$ cat src/tsr_pkg.sv
package tsr_pkg;

	// ----------------------------------------------------------------
	// sizes
	// ----------------------------------------------------------------
	localparam int NUM_CONTACTS = 7;
	localparam int NUM_SIG_LEDS = 8;
	localparam int STAT_W = 16;
	localparam int FRAME_BITS = STAT_W + 1;
	localparam int BITCNT_W = 5;
	localparam int DELAY_W = 14;
	localparam int SRC_W = 4;
	localparam int IDX_W = 4;

	// ----------------------------------------------------------------
	// timing
	// ----------------------------------------------------------------
	localparam int CLK_PERIOD_NS = 100;
	localparam int DELAY_STEP_MS = 10;
	localparam int DELAY_MAX_S = 100;
	localparam int DELAY_MAX_STEPS = DELAY_MAX_S * 1000 / DELAY_STEP_MS;
	localparam int DELAY_STEP_CYC = DELAY_STEP_MS * 1000000 / CLK_PERIOD_NS;
	localparam int LINK_TIMEOUT_MS = 100;
	localparam int LINK_TIMEOUT_TICKS = LINK_TIMEOUT_MS / DELAY_STEP_MS;
	localparam int TO_W = 4;
	localparam int BIT_GAP_US = 50;
	localparam int BIT_GAP_CYC = BIT_GAP_US * 1000 / CLK_PERIOD_NS;
	localparam int GAP_W = 9;

	// ----------------------------------------------------------------
	// status word bit positions
	// ----------------------------------------------------------------
	localparam int ST_L_PREALARM = 0;
	localparam int ST_L_TIMING = 1;
	localparam int ST_S_TIMING = 2;
	localparam int ST_L_TRIP = 3;
	localparam int ST_S_TRIP = 4;
	localparam int ST_G_TRIP = 5;
	localparam int ST_I_TRIP = 6;
	localparam int ST_OVERHEAT = 7;
	localparam int ST_LOAD_A = 8;
	localparam int ST_LOAD_B = 9;
	localparam int ST_PHASE_UNBAL = 10;
	localparam int ST_UNDERVOLTAGE_TRIP = 11;
	localparam int ST_OVERVOLTAGE_TRIP = 12;
	localparam int ST_REVERSE_POWER_TRIP = 13;
	localparam int ST_DIRECTIONAL_TRIP = 14;
	localparam int ST_TRIPPED = 15;

	// ----------------------------------------------------------------
	// source selector codes
	// ----------------------------------------------------------------
	localparam logic [SRC_W-1:0] SRC_NONE = 4'h0;
	localparam logic [SRC_W-1:0] SRC_L_PREALARM = 4'h1;
	localparam logic [SRC_W-1:0] SRC_L_TIMING = 4'h2;
	localparam logic [SRC_W-1:0] SRC_S_TIMING = 4'h3;
	localparam logic [SRC_W-1:0] SRC_L_TRIP = 4'h4;
	localparam logic [SRC_W-1:0] SRC_S_TRIP = 4'h5;
	localparam logic [SRC_W-1:0] SRC_G_TRIP = 4'h6;
	localparam logic [SRC_W-1:0] SRC_I_TRIP = 4'h7;
	localparam logic [SRC_W-1:0] SRC_ANY_TRIP = 4'h8;
	localparam logic [SRC_W-1:0] SRC_CUSTOM = 4'h9;

	// ----------------------------------------------------------------
	// types
	// ----------------------------------------------------------------
	typedef enum logic [1:0] {
		RX_IDLE = 2'h1,
		RX_BITS = 2'h2
	} tsr_rx_t;

	typedef struct packed {
		logic [SRC_W-1:0] src;
		logic [IDX_W-1:0] custom_bit;
		logic [DELAY_W-1:0] delay;
		logic nc;
		logic latch;
	} tsr_cfg_t;

	typedef struct packed {
		logic prealarm;
		logic timing_trip;
		logic i_trip;
		logic overheat;
		logic load_a;
		logic load_b;
		logic release_trip;
		logic link_err;
		logic phase_unbal;
	} tsr_fixed_t;

endpackage

$ cat src/tsr_relay_unit.sv
`timescale 1ns/1ps

module tsr_relay_unit #(
	parameter int TICK_CYC = tsr_pkg::DELAY_STEP_CYC
) (
	// clock and reset
	input wire logic mclk,
	input wire logic nrst,
	// serial status line from the release
	input wire logic link_clk_pin,
	input wire logic link_dat_pin,
	// front reset button, pressed when low
	input wire logic reset_btn_n,
	// per contact configuration
	input wire tsr_pkg::tsr_cfg_t [tsr_pkg::NUM_CONTACTS-1:0] cfg,
	// fixed outputs
	output tsr_pkg::tsr_fixed_t fixed,
	// programmable contacts, high when closed
	output logic [tsr_pkg::NUM_CONTACTS-1:0] contact,
	// front LEDs
	output logic led_power,
	output logic led_tx,
	output logic [tsr_pkg::NUM_SIG_LEDS-1:0] led_sig
);

	localparam int TICK_W = $clog2(TICK_CYC + 1);
	localparam int NC = tsr_pkg::NUM_CONTACTS;
	localparam int SW = tsr_pkg::STAT_W;
	localparam int FB = tsr_pkg::FRAME_BITS;
	localparam int DW = tsr_pkg::DELAY_W;

	// ----------------------------------------------------------------
	// state
	// ----------------------------------------------------------------
	typedef struct packed {
		logic [2:0] clk_s;
		logic [1:0] dat_s;
		logic [1:0] btn_s;
		tsr_pkg::tsr_rx_t rx;
		logic [FB-1:0] sr;
		logic [tsr_pkg::BITCNT_W-1:0] bitcnt;
		logic [tsr_pkg::GAP_W-1:0] gap;
		logic [SW-1:0] stat;
		logic [TICK_W-1:0] tick_cnt;
		logic tick;
		logic [tsr_pkg::TO_W-1:0] to_cnt;
		logic [NC-1:0][DW-1:0] dcnt;
		logic [NC-1:0] act;
		logic [NC-1:0] contact;
		tsr_pkg::tsr_fixed_t fixed;
		logic [tsr_pkg::NUM_SIG_LEDS-1:0] led_sig;
		logic led_tx;
		logic led_power;
	} tsr_state_t;

	// button stages start at the released level, so reset gives no press
	localparam tsr_state_t ST_RESET = '{
		clk_s: 3'h0,
		dat_s: 2'h0,
		btn_s: 2'h3,
		rx: tsr_pkg::RX_IDLE,
		sr: '0,
		bitcnt: '0,
		gap: '0,
		stat: '0,
		tick_cnt: '0,
		tick: 1'b0,
		to_cnt: '0,
		dcnt: '0,
		act: '0,
		contact: '0,
		fixed: '0,
		led_sig: '0,
		led_tx: 1'b0,
		led_power: 1'b0
	};

	tsr_state_t st;
	tsr_state_t next_st;

	// ----------------------------------------------------------------
	// source decode
	// ----------------------------------------------------------------
	function automatic logic any_trip_of(
		input logic [SW-1:0] s
	);
		any_trip_of = s[tsr_pkg::ST_L_TRIP] |
			s[tsr_pkg::ST_S_TRIP] |
			s[tsr_pkg::ST_G_TRIP] |
			s[tsr_pkg::ST_I_TRIP] |
			s[tsr_pkg::ST_UNDERVOLTAGE_TRIP] |
			s[tsr_pkg::ST_OVERVOLTAGE_TRIP] |
			s[tsr_pkg::ST_REVERSE_POWER_TRIP] |
			s[tsr_pkg::ST_DIRECTIONAL_TRIP] |
			s[tsr_pkg::ST_TRIPPED];
	endfunction

	// ----------------------------------------------------------------
	// delay range
	// ----------------------------------------------------------------
	// steps beyond the documented range saturate at the maximum
	function automatic logic [DW-1:0] clamp_delay(
		input logic [DW-1:0] d
	);
		if (d > DW'(tsr_pkg::DELAY_MAX_STEPS)) begin
			clamp_delay = DW'(tsr_pkg::DELAY_MAX_STEPS);
		end else begin
			clamp_delay = d;
		end
	endfunction

	function automatic logic src_pick(
		input tsr_pkg::tsr_cfg_t c,
		input logic [SW-1:0] s
	);
		case (c.src)
			tsr_pkg::SRC_NONE: src_pick = 1'b0;
			tsr_pkg::SRC_L_PREALARM: src_pick = s[tsr_pkg::ST_L_PREALARM];
			tsr_pkg::SRC_L_TIMING: src_pick = s[tsr_pkg::ST_L_TIMING];
			tsr_pkg::SRC_S_TIMING: src_pick = s[tsr_pkg::ST_S_TIMING];
			tsr_pkg::SRC_L_TRIP: src_pick = s[tsr_pkg::ST_L_TRIP];
			tsr_pkg::SRC_S_TRIP: src_pick = s[tsr_pkg::ST_S_TRIP];
			tsr_pkg::SRC_G_TRIP: src_pick = s[tsr_pkg::ST_G_TRIP];
			tsr_pkg::SRC_I_TRIP: src_pick = s[tsr_pkg::ST_I_TRIP];
			tsr_pkg::SRC_ANY_TRIP: src_pick = any_trip_of(s);
			tsr_pkg::SRC_CUSTOM: src_pick = s[c.custom_bit];
			default: src_pick = 1'b0;
		endcase
	endfunction

	// ----------------------------------------------------------------
	// next state
	// ----------------------------------------------------------------
	always_comb begin
		logic clk_rise;
		logic btn;
		logic frame_ok;
		logic src;
		logic [DW-1:0] dly;
		logic [SW-1:0] s;
		clk_rise = 1'b0;
		btn = 1'b0;
		frame_ok = 1'b0;
		src = 1'b0;
		dly = '0;
		s = '0;
		next_st = st;

		// synchronisers; first stages feed only the second
		// the link clock has a third stage that only the edge detect reads
		next_st.clk_s = {st.clk_s[1], st.clk_s[0], link_clk_pin};
		next_st.dat_s = {st.dat_s[0], link_dat_pin};
		next_st.btn_s = {st.btn_s[0], reset_btn_n};
		clk_rise = st.clk_s[1] & ~st.clk_s[2];
		btn = ~st.btn_s[1];
		next_st.led_power = 1'b1;

		// 10 ms step tick
		// one tick paces both the contact delays and the link watchdog
		next_st.tick = 1'b0;
		if (st.tick_cnt == TICK_W'(TICK_CYC - 1)) begin
			next_st.tick_cnt = '0;
			next_st.tick = 1'b1;
		end else begin
			next_st.tick_cnt = st.tick_cnt + TICK_W'(1);
		end

		// frame receiver: 16 status bits msb first, then even parity
		// a stall of the bit gap limit mid frame drops the partial word
		case (st.rx)
			tsr_pkg::RX_IDLE: begin
				next_st.gap = '0;
				next_st.bitcnt = '0;
				if (clk_rise) begin
					next_st.sr = {st.sr[FB-2:0], st.dat_s[1]};
					next_st.bitcnt = tsr_pkg::BITCNT_W'(1);
					next_st.rx = tsr_pkg::RX_BITS;
				end
			end
			tsr_pkg::RX_BITS: begin
				if (clk_rise) begin
					next_st.sr = {st.sr[FB-2:0], st.dat_s[1]};
					next_st.gap = '0;
					if (st.bitcnt == tsr_pkg::BITCNT_W'(FB - 1)) begin
						frame_ok = ~^next_st.sr;
						next_st.bitcnt = '0;
						next_st.rx = tsr_pkg::RX_IDLE;
					end else begin
						next_st.bitcnt = st.bitcnt + tsr_pkg::BITCNT_W'(1);
					end
				end else if (st.gap ==
					tsr_pkg::GAP_W'(tsr_pkg::BIT_GAP_CYC - 1)) begin
					next_st.bitcnt = '0;
					next_st.rx = tsr_pkg::RX_IDLE;
				end else begin
					next_st.gap = st.gap + tsr_pkg::GAP_W'(1);
				end
			end
			default: begin
				next_st.rx = tsr_pkg::RX_IDLE;
			end
		endcase

		// link supervision
		// a valid frame beats a timeout in one cycle, as it proves the link
		// a timeout drops stale status so no contact acts on old news
		if (frame_ok) begin
			next_st.stat = next_st.sr[FB-1:1];
			next_st.to_cnt = '0;
			next_st.fixed.link_err = 1'b0;
			next_st.led_tx = ~st.led_tx;
		end else if (st.tick) begin
			if (st.to_cnt ==
				tsr_pkg::TO_W'(tsr_pkg::LINK_TIMEOUT_TICKS - 1)) begin
				next_st.fixed.link_err = 1'b1;
				next_st.stat = '0;
			end else begin
				next_st.to_cnt = st.to_cnt + tsr_pkg::TO_W'(1);
			end
		end

		// fixed outputs
		// the release reports its tripped state in the top status bit
		s = st.stat;
		next_st.fixed.prealarm = s[tsr_pkg::ST_L_PREALARM] &
			~s[tsr_pkg::ST_TRIPPED];
		next_st.fixed.timing_trip = s[tsr_pkg::ST_L_TIMING] |
			s[tsr_pkg::ST_S_TIMING] | s[tsr_pkg::ST_TRIPPED];
		next_st.fixed.i_trip = s[tsr_pkg::ST_I_TRIP];
		next_st.fixed.overheat = s[tsr_pkg::ST_OVERHEAT];
		next_st.fixed.load_a = s[tsr_pkg::ST_LOAD_A];
		next_st.fixed.load_b = s[tsr_pkg::ST_LOAD_B];
		next_st.fixed.release_trip = s[tsr_pkg::ST_TRIPPED];
		next_st.fixed.phase_unbal = s[tsr_pkg::ST_PHASE_UNBAL];

		// sticky indicator LEDs, a new event wins over the button
		next_st.led_sig = (st.led_sig & {tsr_pkg::NUM_SIG_LEDS{~btn}}) |
			{st.fixed.prealarm,
			st.fixed.timing_trip,
			st.fixed.i_trip,
			st.fixed.overheat,
			st.fixed.release_trip,
			st.fixed.link_err,
			st.fixed.phase_unbal,
			st.fixed.load_a | st.fixed.load_b};

		// programmable contacts
		// the button holds every count at zero, so delays restart on release
		for (int i = 0; i < NC; i++) begin
			src = src_pick(cfg[i], st.stat);
			dly = clamp_delay(cfg[i].delay);
			if (!src || btn) begin
				next_st.dcnt[i] = '0;
			end else if (st.tick && st.dcnt[i] < dly) begin
				next_st.dcnt[i] = st.dcnt[i] + DW'(1);
			end
			if (btn) begin
				next_st.act[i] = 1'b0;
			end else if (cfg[i].latch) begin
				next_st.act[i] = st.act[i] |
					(src && st.dcnt[i] >= dly);
			end else begin
				next_st.act[i] = src && st.dcnt[i] >= dly;
			end
			next_st.contact[i] = st.act[i] ^ cfg[i].nc;
		end
	end

	// ----------------------------------------------------------------
	// registers
	// ----------------------------------------------------------------
	always_ff @(posedge mclk or negedge nrst) begin
		if (!nrst) begin
			st <= ST_RESET;
		end else begin
			st <= next_st;
		end
	end

	// ----------------------------------------------------------------
	// outputs
	// ----------------------------------------------------------------
	assign fixed = st.fixed;
	// contacts sit open in reset, whatever their resting sense
	assign contact = st.contact;
	assign led_power = st.led_power;
	assign led_tx = st.led_tx;
	assign led_sig = st.led_sig;

endmodule // tsr_relay_unit

$ cat config.mk
export PLATFORM = sky130hd
export DESIGN_NAME = tsr_relay_unit
export DESIGN_NICKNAME = d
export VERILOG_FILES = /design/src/tsr_pkg.sv /design/src/tsr_relay_unit.sv
export SDC_FILE = /design/constraint.sdc
export NUM_CORES = 1
export LEC_CHECK = 0
export BUFFER_PORTS_ARGS = -buffer_cell sky130_fd_sc_hd__buf_2
export CORE_UTILIZATION = 46
export CTS_CLUSTER_DIAMETER = 200
export DETAILED_ROUTE_END_ITERATION = 12
export MAX_ROUTING_LAYER = met4
export PLACE_DENSITY_LB_ADDON = 0.1
export SETUP_SLACK_MARGIN = 0.3
export SLEW_MARGIN = 20
export SYNTH_ARGS = -nofsm -noshare
export SYNTH_HDL_FRONTEND = slang
export SYNTH_SLANG_ARGS = --single-unit
$ cat constraint.sdc
create_clock -name mclk -period 8 [get_ports mclk]
set_clock_uncertainty 0.1 [all_clocks]
set_input_delay 0.4 -clock mclk [delete_from_list [all_inputs] [get_ports mclk]]
set_output_delay 0.4 -clock mclk [all_outputs]
set_load 0.005 [all_outputs]
==> results of run 1 <==
==> synth_stat cells (24+ instances only) <==
master | n | share of area, %
dfrtp_1 | 206 | 35
nand2_1 | 165 | 4.2
nor2_1 | 115 | 2.9
a21oi_1 | 114 | 3.9
ha_1 | 113 | 9.6
nand3_1 | 67 | 2.3
o21ai_0 | 60 | 2.0
inv_1 | 52 | 1.3
or4_1 | 40 | 2.0
xor2_1 | 39 | 2.3
o31ai_1 | 38 | 1.9
nand4_1 | 35 | 1.5
clkbuf_1 | 33 | 0.85
mux4_2 | 33 | 5.1
or3_1 | 33 | 1.4
xnor2_1 | 29 | 1.7
and2_1 | 27 | 1.2
buf_4 | 26 | 1.3
nor3_1 | 26 | 0.89
and3_1 | 24 | 1.0
==> power by group through the flow <==
stage / combinational [mW] / clock [mW] / sequential (mW)
floorplan: 0.190 / 0 / 1.11
global placement: 0.309 / 0 / 1.11
detailed placement: 0.315 / 0 / 1.11
CTS: 0.321 / 1.27 / 1.09
global route: 0.361 / 1.31 / 1.10
finish: 0.320 / 1.24 / 1.09
==> flip-flops by register name, summed over array words and instances, names as in the netlist <==
name and flops:
contact 7, fixed 9, led_power 1, led_sig 8, led_tx 1, next_st 10
st 173
==> per-stage QoR <==
step,instances,setup slack [ns]
final,2153,4.312
after global routing,2153,3.921
after CTS,2141,4.325
after detailed placement,2082,3.809
after global placement,2082,3.941
after floorplan,1555,4.088
==> cells by family (layout without fill, tap and decap cells) <==
kind of cell,Yosys count,count (layout)
simple gates,599,599
compound gates,361,361
flops,209,209
buf+inv,127,317
fa+ha+maj,113,113
mux,77,77
xor+xnor,68,68
other cells,1,13
==> routing by layer <==
layer  GRT usage (%)  vias up  part of all wire [%]
li1                -     6126                     -
met1           30.40     6019                    47
met2           37.05      216                    47
met3           3.173       48                   3.9
met4           6.906        0                   1.9
met5               -        -                     0
==> area by class of cell <==
class | count | area share, %
repair buffers | 216 | 6.901
diodes | 12 | 0.1781
inverters | 53 | 1.180
multi-input cells | 1219 | 52.26
well taps | 396 | 2.939
flip-flops and latches | 209 | 31.04
clock buffers | 38 | 4.727
clock inverters | 10 | 0.7717
==> path summary, 6_finish.rpt <==
path	from	endpoint	slack [ns]
worst max register to register	st[135]$_DFF_PN0_	st[44]$_DFFE_PN0P_	4.36
worst max-delay path	cfg[2]	st[44]$_DFFE_PN0P_	4.31
worst min register to register	next_st[207]$_DFF_PN0_	next_st[208]$_DFF_PN0_	0.25
max in group asynchronous	nrst	st[29]$_DFF_PN0_	6.13
min in group asynchronous	nrst	st[95]$_DFFE_PN0P_	0.37
worst min-delay path	cfg[144]	st[32]$_DFF_PN0_	0.03
==> worst register-to-register path: cells and delay by family, from the launching register on <==
kind,cells,cell delay (ns)
buf+inv,1,0.51
compound gates,3,1.36
simple gates,1,0.66
flops,1,0.94
==> qor.yml, run 1 <==
port_buffers: 198
drt_iter0_drc: 889
fin_nets: 2011
synthAdderAreaFrac_pct: 9.647
core_area_mm2: 0.03099
cp_slowest_cell: "or4_1"
cpPeakStageDelay_ns: 0.66
critPathKind: "in2reg"
clkLatencyLatePin_ns: 0.52
setup_viol: 0
clkTransAtPathRegs_ns: 0.06
tns_ns: 0
final_util_pct: 54.41
mostFrequentLayoutCells: "dfrtp_1 (206), buf_2 (197), nand2_1 (165), a21oi_1 (114), nor2_1 (114)"
fin_crit_sh_pct: 46.10
async_flop_share_pct: 100.0
die_width_um: 180.5
worst-r2r-cell-count: 5
cts.repair.resized: 0
ir_drop_mv: 0.1291
grt_max_degree: 92
rows: 64
cts_buffer_depth: 3
grt_pass1_wl_mm: 60.38
crit_chain: "buf_2, o41ai_1, a21oi_1, nor3_1, nand2b_1, nand2_1, ha_1, a21oi_1, o21ai_0, a211oi_1, o2111ai_1, or4_1, a21oi_1"
postCtsSetupBuffers: 0
globalRouteOverflowTotal: 0
drcViolationCount: 0
synth_top_family_by_area: "simple AND/OR/NAND/NOR gates"
cp-start-kind: "input port"
drt_wl_total_mm: 36.27
routabilityCongestion: 0.8537
cp_top_family: "compound AO/OA/AOI/OAI gates"
antenna_found_initial: 12
drtPass1Iterations: 5
rsz0062_at_grt: "no"
syn_avg_cell_area_um2: 9.425
dp_hpwl_mm: 26.34
synth_edf_count: 0
fillers: 2879
hold_viol: 0
stdcell_area_mm2: 0.01686
avgRoutedWirePerCell_um: 16.85
cp.required_ns: 8.34
crit_buf_inv: 1
synth_seq_area_share_pct: 35.71
combPwrFrac_pct: 12.0
cap_violations: 0
vias: 12409
p_sw_mw: 0.6711
place_area_mm2: 0.01579
synth_compound_area_share_pct: 16.80
worstMarginPinSlew_ns: 1.074
drive_above_1_share_pct: 20.34
track_usage_pct: 23.10
final_common_cell: "dfrtp_1"
period_minus_slack_ns: 3.688
hold-worst-slack_ns: 0.02837
cts-root-buf: "clkbuf_16"
drv_slew: 0
areaGrowthSynthToFinish_pct: 15.04
cts_tree: "done"
grt_pass1_vias: 12091
critical_path_depth: 13
die_height_um: 180.5
hold_buffers: 11
dieArea_mm2: 0.03258
syn_area_mm2: 0.01466
p_int_mw: 1.984
via_per_inst: 5.764
ys_ff_latch: 209
status: "complete, no violations"
multi_input_area_mm2: 0.008812
p_per_area_mw_per_mm2: 157.4
synth-main-ff-cell: "dfrtp_1"
ys_types: 76
p_leak_nw: 7.590
hp-class: "in2reg"
relSlewSlack_pct: 28.14
ys_warn_count: 0
final_antenna_net_count: 0
sw_frac_of_total_pct: 25.28
ios: 199
arrival_ns: 4.03
htreeDepth: 1
synth.area.mux_share_pct: 8.725
end_kind: "register"
p_total_mw: 2.655
synthCells: 1555
cts_buffers: 26
syn-num-nets: 1841
cpMostUsedCell: "a21oi_1"
cts_sinks: 209
initial_utilization_pct: 47.29
synth-xor-area-share_pct: 4.064
seqPwrFrac_pct: 41.2
yosys.area_share.simple_pct: 20.85
regArea_mm2: 0.005234
clockPowerShare_pct: 46.8
hold_depth: 3
worstPathMaxFanout: 16
fmax_ghz: 0.2711
Power figures use the tool's default switching activity.
==> run 2, diff against run 1 <==
ABC_AREA = 1   (was unset)
clock period = 3.3 ns   (was 8 ns; I/O delays follow)
==> run 2 against run 1 <==
Net effect:
- first-iteration DRC count grew 6.3%
- via count grew 24%
- design area grew 9.0%
- cell count grew 38%
- flip-flop and latch count is the same
- combinational power grew to 5.0 times the previous value
- critical path depth grew 4
- routed wire length grew 18%
- sequential power grew to 2.6 times the previous value
==> qor.yml, run 2 <==
clkTransAtPathRegs_ns: 0.06  # about the same
p_leak_nw: 9.412  # was 7.590 nW
cp_slowest_cell: "nor4_1"  # was or4_1
routabilityCongestion: 0.9358  # was 0.8537
cp.required_ns: 3.60  # was 8.34 ns
synth_edf_count: 0  # unchanged
rsz0062_at_grt: "no"  # unchanged
synth_most_common_cell: "nand2_1"  # was dfrtp_1
worstPathMaxFanout: 14  # was 16
clkLatencyLatePin_ns: 0.54  # was 0.52 ns
globalRouteOverflowTotal: 0  # unchanged
worstMarginPinSlew_ns: 0.8110  # was 1.074 ns
drt_wl_total_mm: 42.67  # was 36.27 mm
cts_buffer_depth: 3  # unchanged
fmax_ghz: 0.3929
fin_crit_sh_pct: 77.12
ys_types: 51  # was 76
drt_iter0_drc: 945  # was 889
core_area_mm2: 0.03446  # was 0.03099 mm^2
dieArea_mm2: 0.03566  # was 0.03258 mm^2
initial_utilization_pct: 46.60  # was 47.29%
synth_top_area_share_pct: 32.10  # was 35.17%
cts-root-buf: "clkbuf_16"  # unchanged
port_buffers: 198  # unchanged
hold_viol: 0  # unchanged
mostFrequentLayoutCells: "nand2_1 (559), inv_1 (264), nor2_1 (240), nand3_1 (215), dfrtp_1 (206)"  # was dfrtp_1 (206), buf_2 (197), nand2_1 (165), a21oi_1 (114), nor2_1 (114)
syn-num-nets: 2577  # was 1841
rows: 68  # was 64
async_flop_share_pct: 100.0  # unchanged
period_minus_slack_ns: 2.545
dp_hpwl_mm: 32.47  # was 26.34 mm
synth_common_cells: "nand2_1 (559), inv_1 (264), nor2_1 (240), nand3_1 (215), dfrtp_1 (206)"  # was dfrtp_1 (206), nand2_1 (165), nor2_1 (115), a21oi_1 (114), ha_1 (113)
ys_warn_count: 0  # unchanged
die_height_um: 188.8  # was 180.5 um
relSlewSlack_pct: 45.64  # was 28.14%
instances_no_fill: 2966  # was 2153
synth_seq_area_share_pct: 32.59  # was 35.71%
grt_pass1_vias: 14360  # was 12091
hold-worst-slack_ns: 0.05850  # was 0.02837 ns
hp-class: "in2reg"  # unchanged
drv_slew: 0  # unchanged
grt_pass1_wl_mm: 70.70  # was 60.38 mm
cap_violations: 0  # unchanged
p_per_area_mw_per_mm2: 397.5  # was 157.4 mW/mm^2
stdcell_area_mm2: 0.01838  # was 0.01686 mm^2
avgRoutedWirePerCell_um: 14.39  # was 16.85 um
vias: 15415  # was 12409
antenna_found_initial: 17  # was 12
cts_sinks: 209  # unchanged
cpPeakStageDelay_ns: 0.36  # was 0.66 ns
htreeDepth: 1  # unchanged
critPathKind: "in2reg"  # unchanged
end_kind: "register"  # unchanged
crit_chain: "buf_2, nor4_1, o2111ai_1, nand3_1, nand2_1, inv_1, nor2_1, ha_1, nand2_1, o21bai_1, a21oi_1, nor2_1, nand3_2, inv_1, nand3_1, nand2_1, nor2_2"  # was buf_2, o41ai_1, a21oi_1, nor3_1, nand2b_1, nand2_1, ha_1, a21oi_1, o21ai_0, a211oi_1, o2111ai_1, or4_1, a21oi_1
setup_viol: 0  # unchanged
arrival_ns: 2.85  # was 4.03 ns
status: "complete, no violations"  # unchanged
synth_top_area_cell: "dfrtp_1"  # unchanged
syn_area_mm2: 0.01606  # was 0.01466 mm^2
tns_ns: 0  # unchanged
synthCells: 2291  # was 1555
die_width_um: 188.8  # was 180.5 um
cts_buffers: 26  # unchanged
via_per_inst: 5.197  # was 5.764
syn_avg_cell_area_um2: 7.009  # was 9.425 um^2
place_area_mm2: 0.01728  # was 0.01579 mm^2
grt_max_degree: 92  # unchanged
drtPass1Iterations: 5  # unchanged
fin_nets: 2764  # was 2011
cp-start-kind: "input port"  # unchanged
final_common_cell: "nand2_1"  # was dfrtp_1
ys_ff_latch: 209  # unchanged
ios: 199  # unchanged
track_usage_pct: 24.82  # was 23.10%
drive_above_1_share_pct: 14.15  # was 20.34%
cts_tree: "done"  # unchanged
place_inst: 2887  # was 2082
final_antenna_net_count: 0  # unchanged
areaGrowthSynthToFinish_pct: 14.45  # was 15.04%
fillers: 3423  # was 2879
synthTopCellsByArea: "dfrtp_1 (32%), nand2_1 (13%), ha_1 (8.8%), nand3_1 (6.7%), inv_1 (6.2%)"  # was dfrtp_1 (35%), ha_1 (9.6%), mux4_2 (5.1%), nand2_1 (4.2%), a21oi_1 (3.9%)
cpMostUsedCell: "nand2_1"  # was a21oi_1
drcViolationCount: 0  # unchanged
ir_drop_mv: 0.3649  # was 0.1291 mV
synth-main-ff-cell: "dfrtp_1"  # unchanged
largest_reg_flops: 173  # unchanged
largest-register: "st"  # unchanged
-- run 2: routing by layer --
layer / GRT usage [%] / vias to the layer above / part of all wire (%)
met5: - / - / 0
li1: - / 7920 / -
met1: 33.76 / 7090 / 48
met3: 3.632 / 50 / 5.6
met2: 38.69 / 355 / 45
met4: 6.266 / 0 / 1.7
-- run 2: kinds of logic after synthesis --
logic type,synth area share (%)
fa+ha+maj,8.805
xor+xnor,3.927
flops,32.59
compound gates,11.02
simple gates,33.96
other cells,0.02335
buf+inv,9.670
-- run 2: report_power, final --
group          internal, mW  switching [mW]
registers              2.68           0.104
logic                 0.513            1.08
clock network          1.81            1.12
-- run 2: area by class of cell --
type / instances / area, um^2 / area share [%]
flip-flops and latches: 209 / 5234 / 28.48
diodes: 17 / 42.54 / 0.2315
inverters: 275 / 1032 / 5.617
repair buffers: 237 / 1351 / 7.353
multi-input cells: 1729 / 9276 / 50.48
clock inverters: 6 / 116.4 / 0.6332
clock buffers: 38 / 755.7 / 4.112
well taps: 455 / 569.3 / 3.098
-- run 2: path summary, 6_finish.rpt --
| kind | cells past startpoint | end | start | slack [ns] |
|---|---|---|---|---|
| worst max-delay path | 17 | st[46]$_DFFE_PN0P_ | cfg[14] | 0.75 |
| worst min-delay path | 7 | st[27]$_DFF_PN0_ | cfg[45] | 0.06 |
| worst max register to register | 8 | st[164]$_DFFE_PN0P_ | st[200]$_DFFE_PN1P_ | 0.85 |
| worst min register to register | 0 | next_st[208]$_DFF_PN0_ | next_st[207]$_DFF_PN0_ | 0.25 |
| max in group asynchronous | 3 | st[200]$_DFFE_PN1P_ | nrst | 1.90 |
| min in group asynchronous | 2 | st[106]$_DFFE_PN0P_ | nrst | 0.11 |
-- run 2: critical path, delay by kind of cell --
family / cells / cell delay [ns]
buffers and inverters: 3 / 0.68
adders and majority gates: 1 / 0.29
and+or+nand+nor: 10 / 1.35
AOI/OAI and AO/OA: 3 / 0.34
-- run 2: through the flow --
stage / util, % / worst slack (ns) / total power [mW]
CTS: 53.21 / 0.7651 / 7.388
global route: 53.33 / 0.3659 / 7.748
floorplan: - / 0.7380 / 3.959
finish: 53.33 / 0.7550 / 7.306
global placement: 50.16 / 0.2365 / 4.362
detailed placement: 50.16 / 0.2096 / 4.411
-- run 2: repair_timing --
action	4_1_cts	5_1_grt
resized for setup	0	0
endpoints found under the hold margin	105	0
setup buffers	0	0
hold buffers	18	0
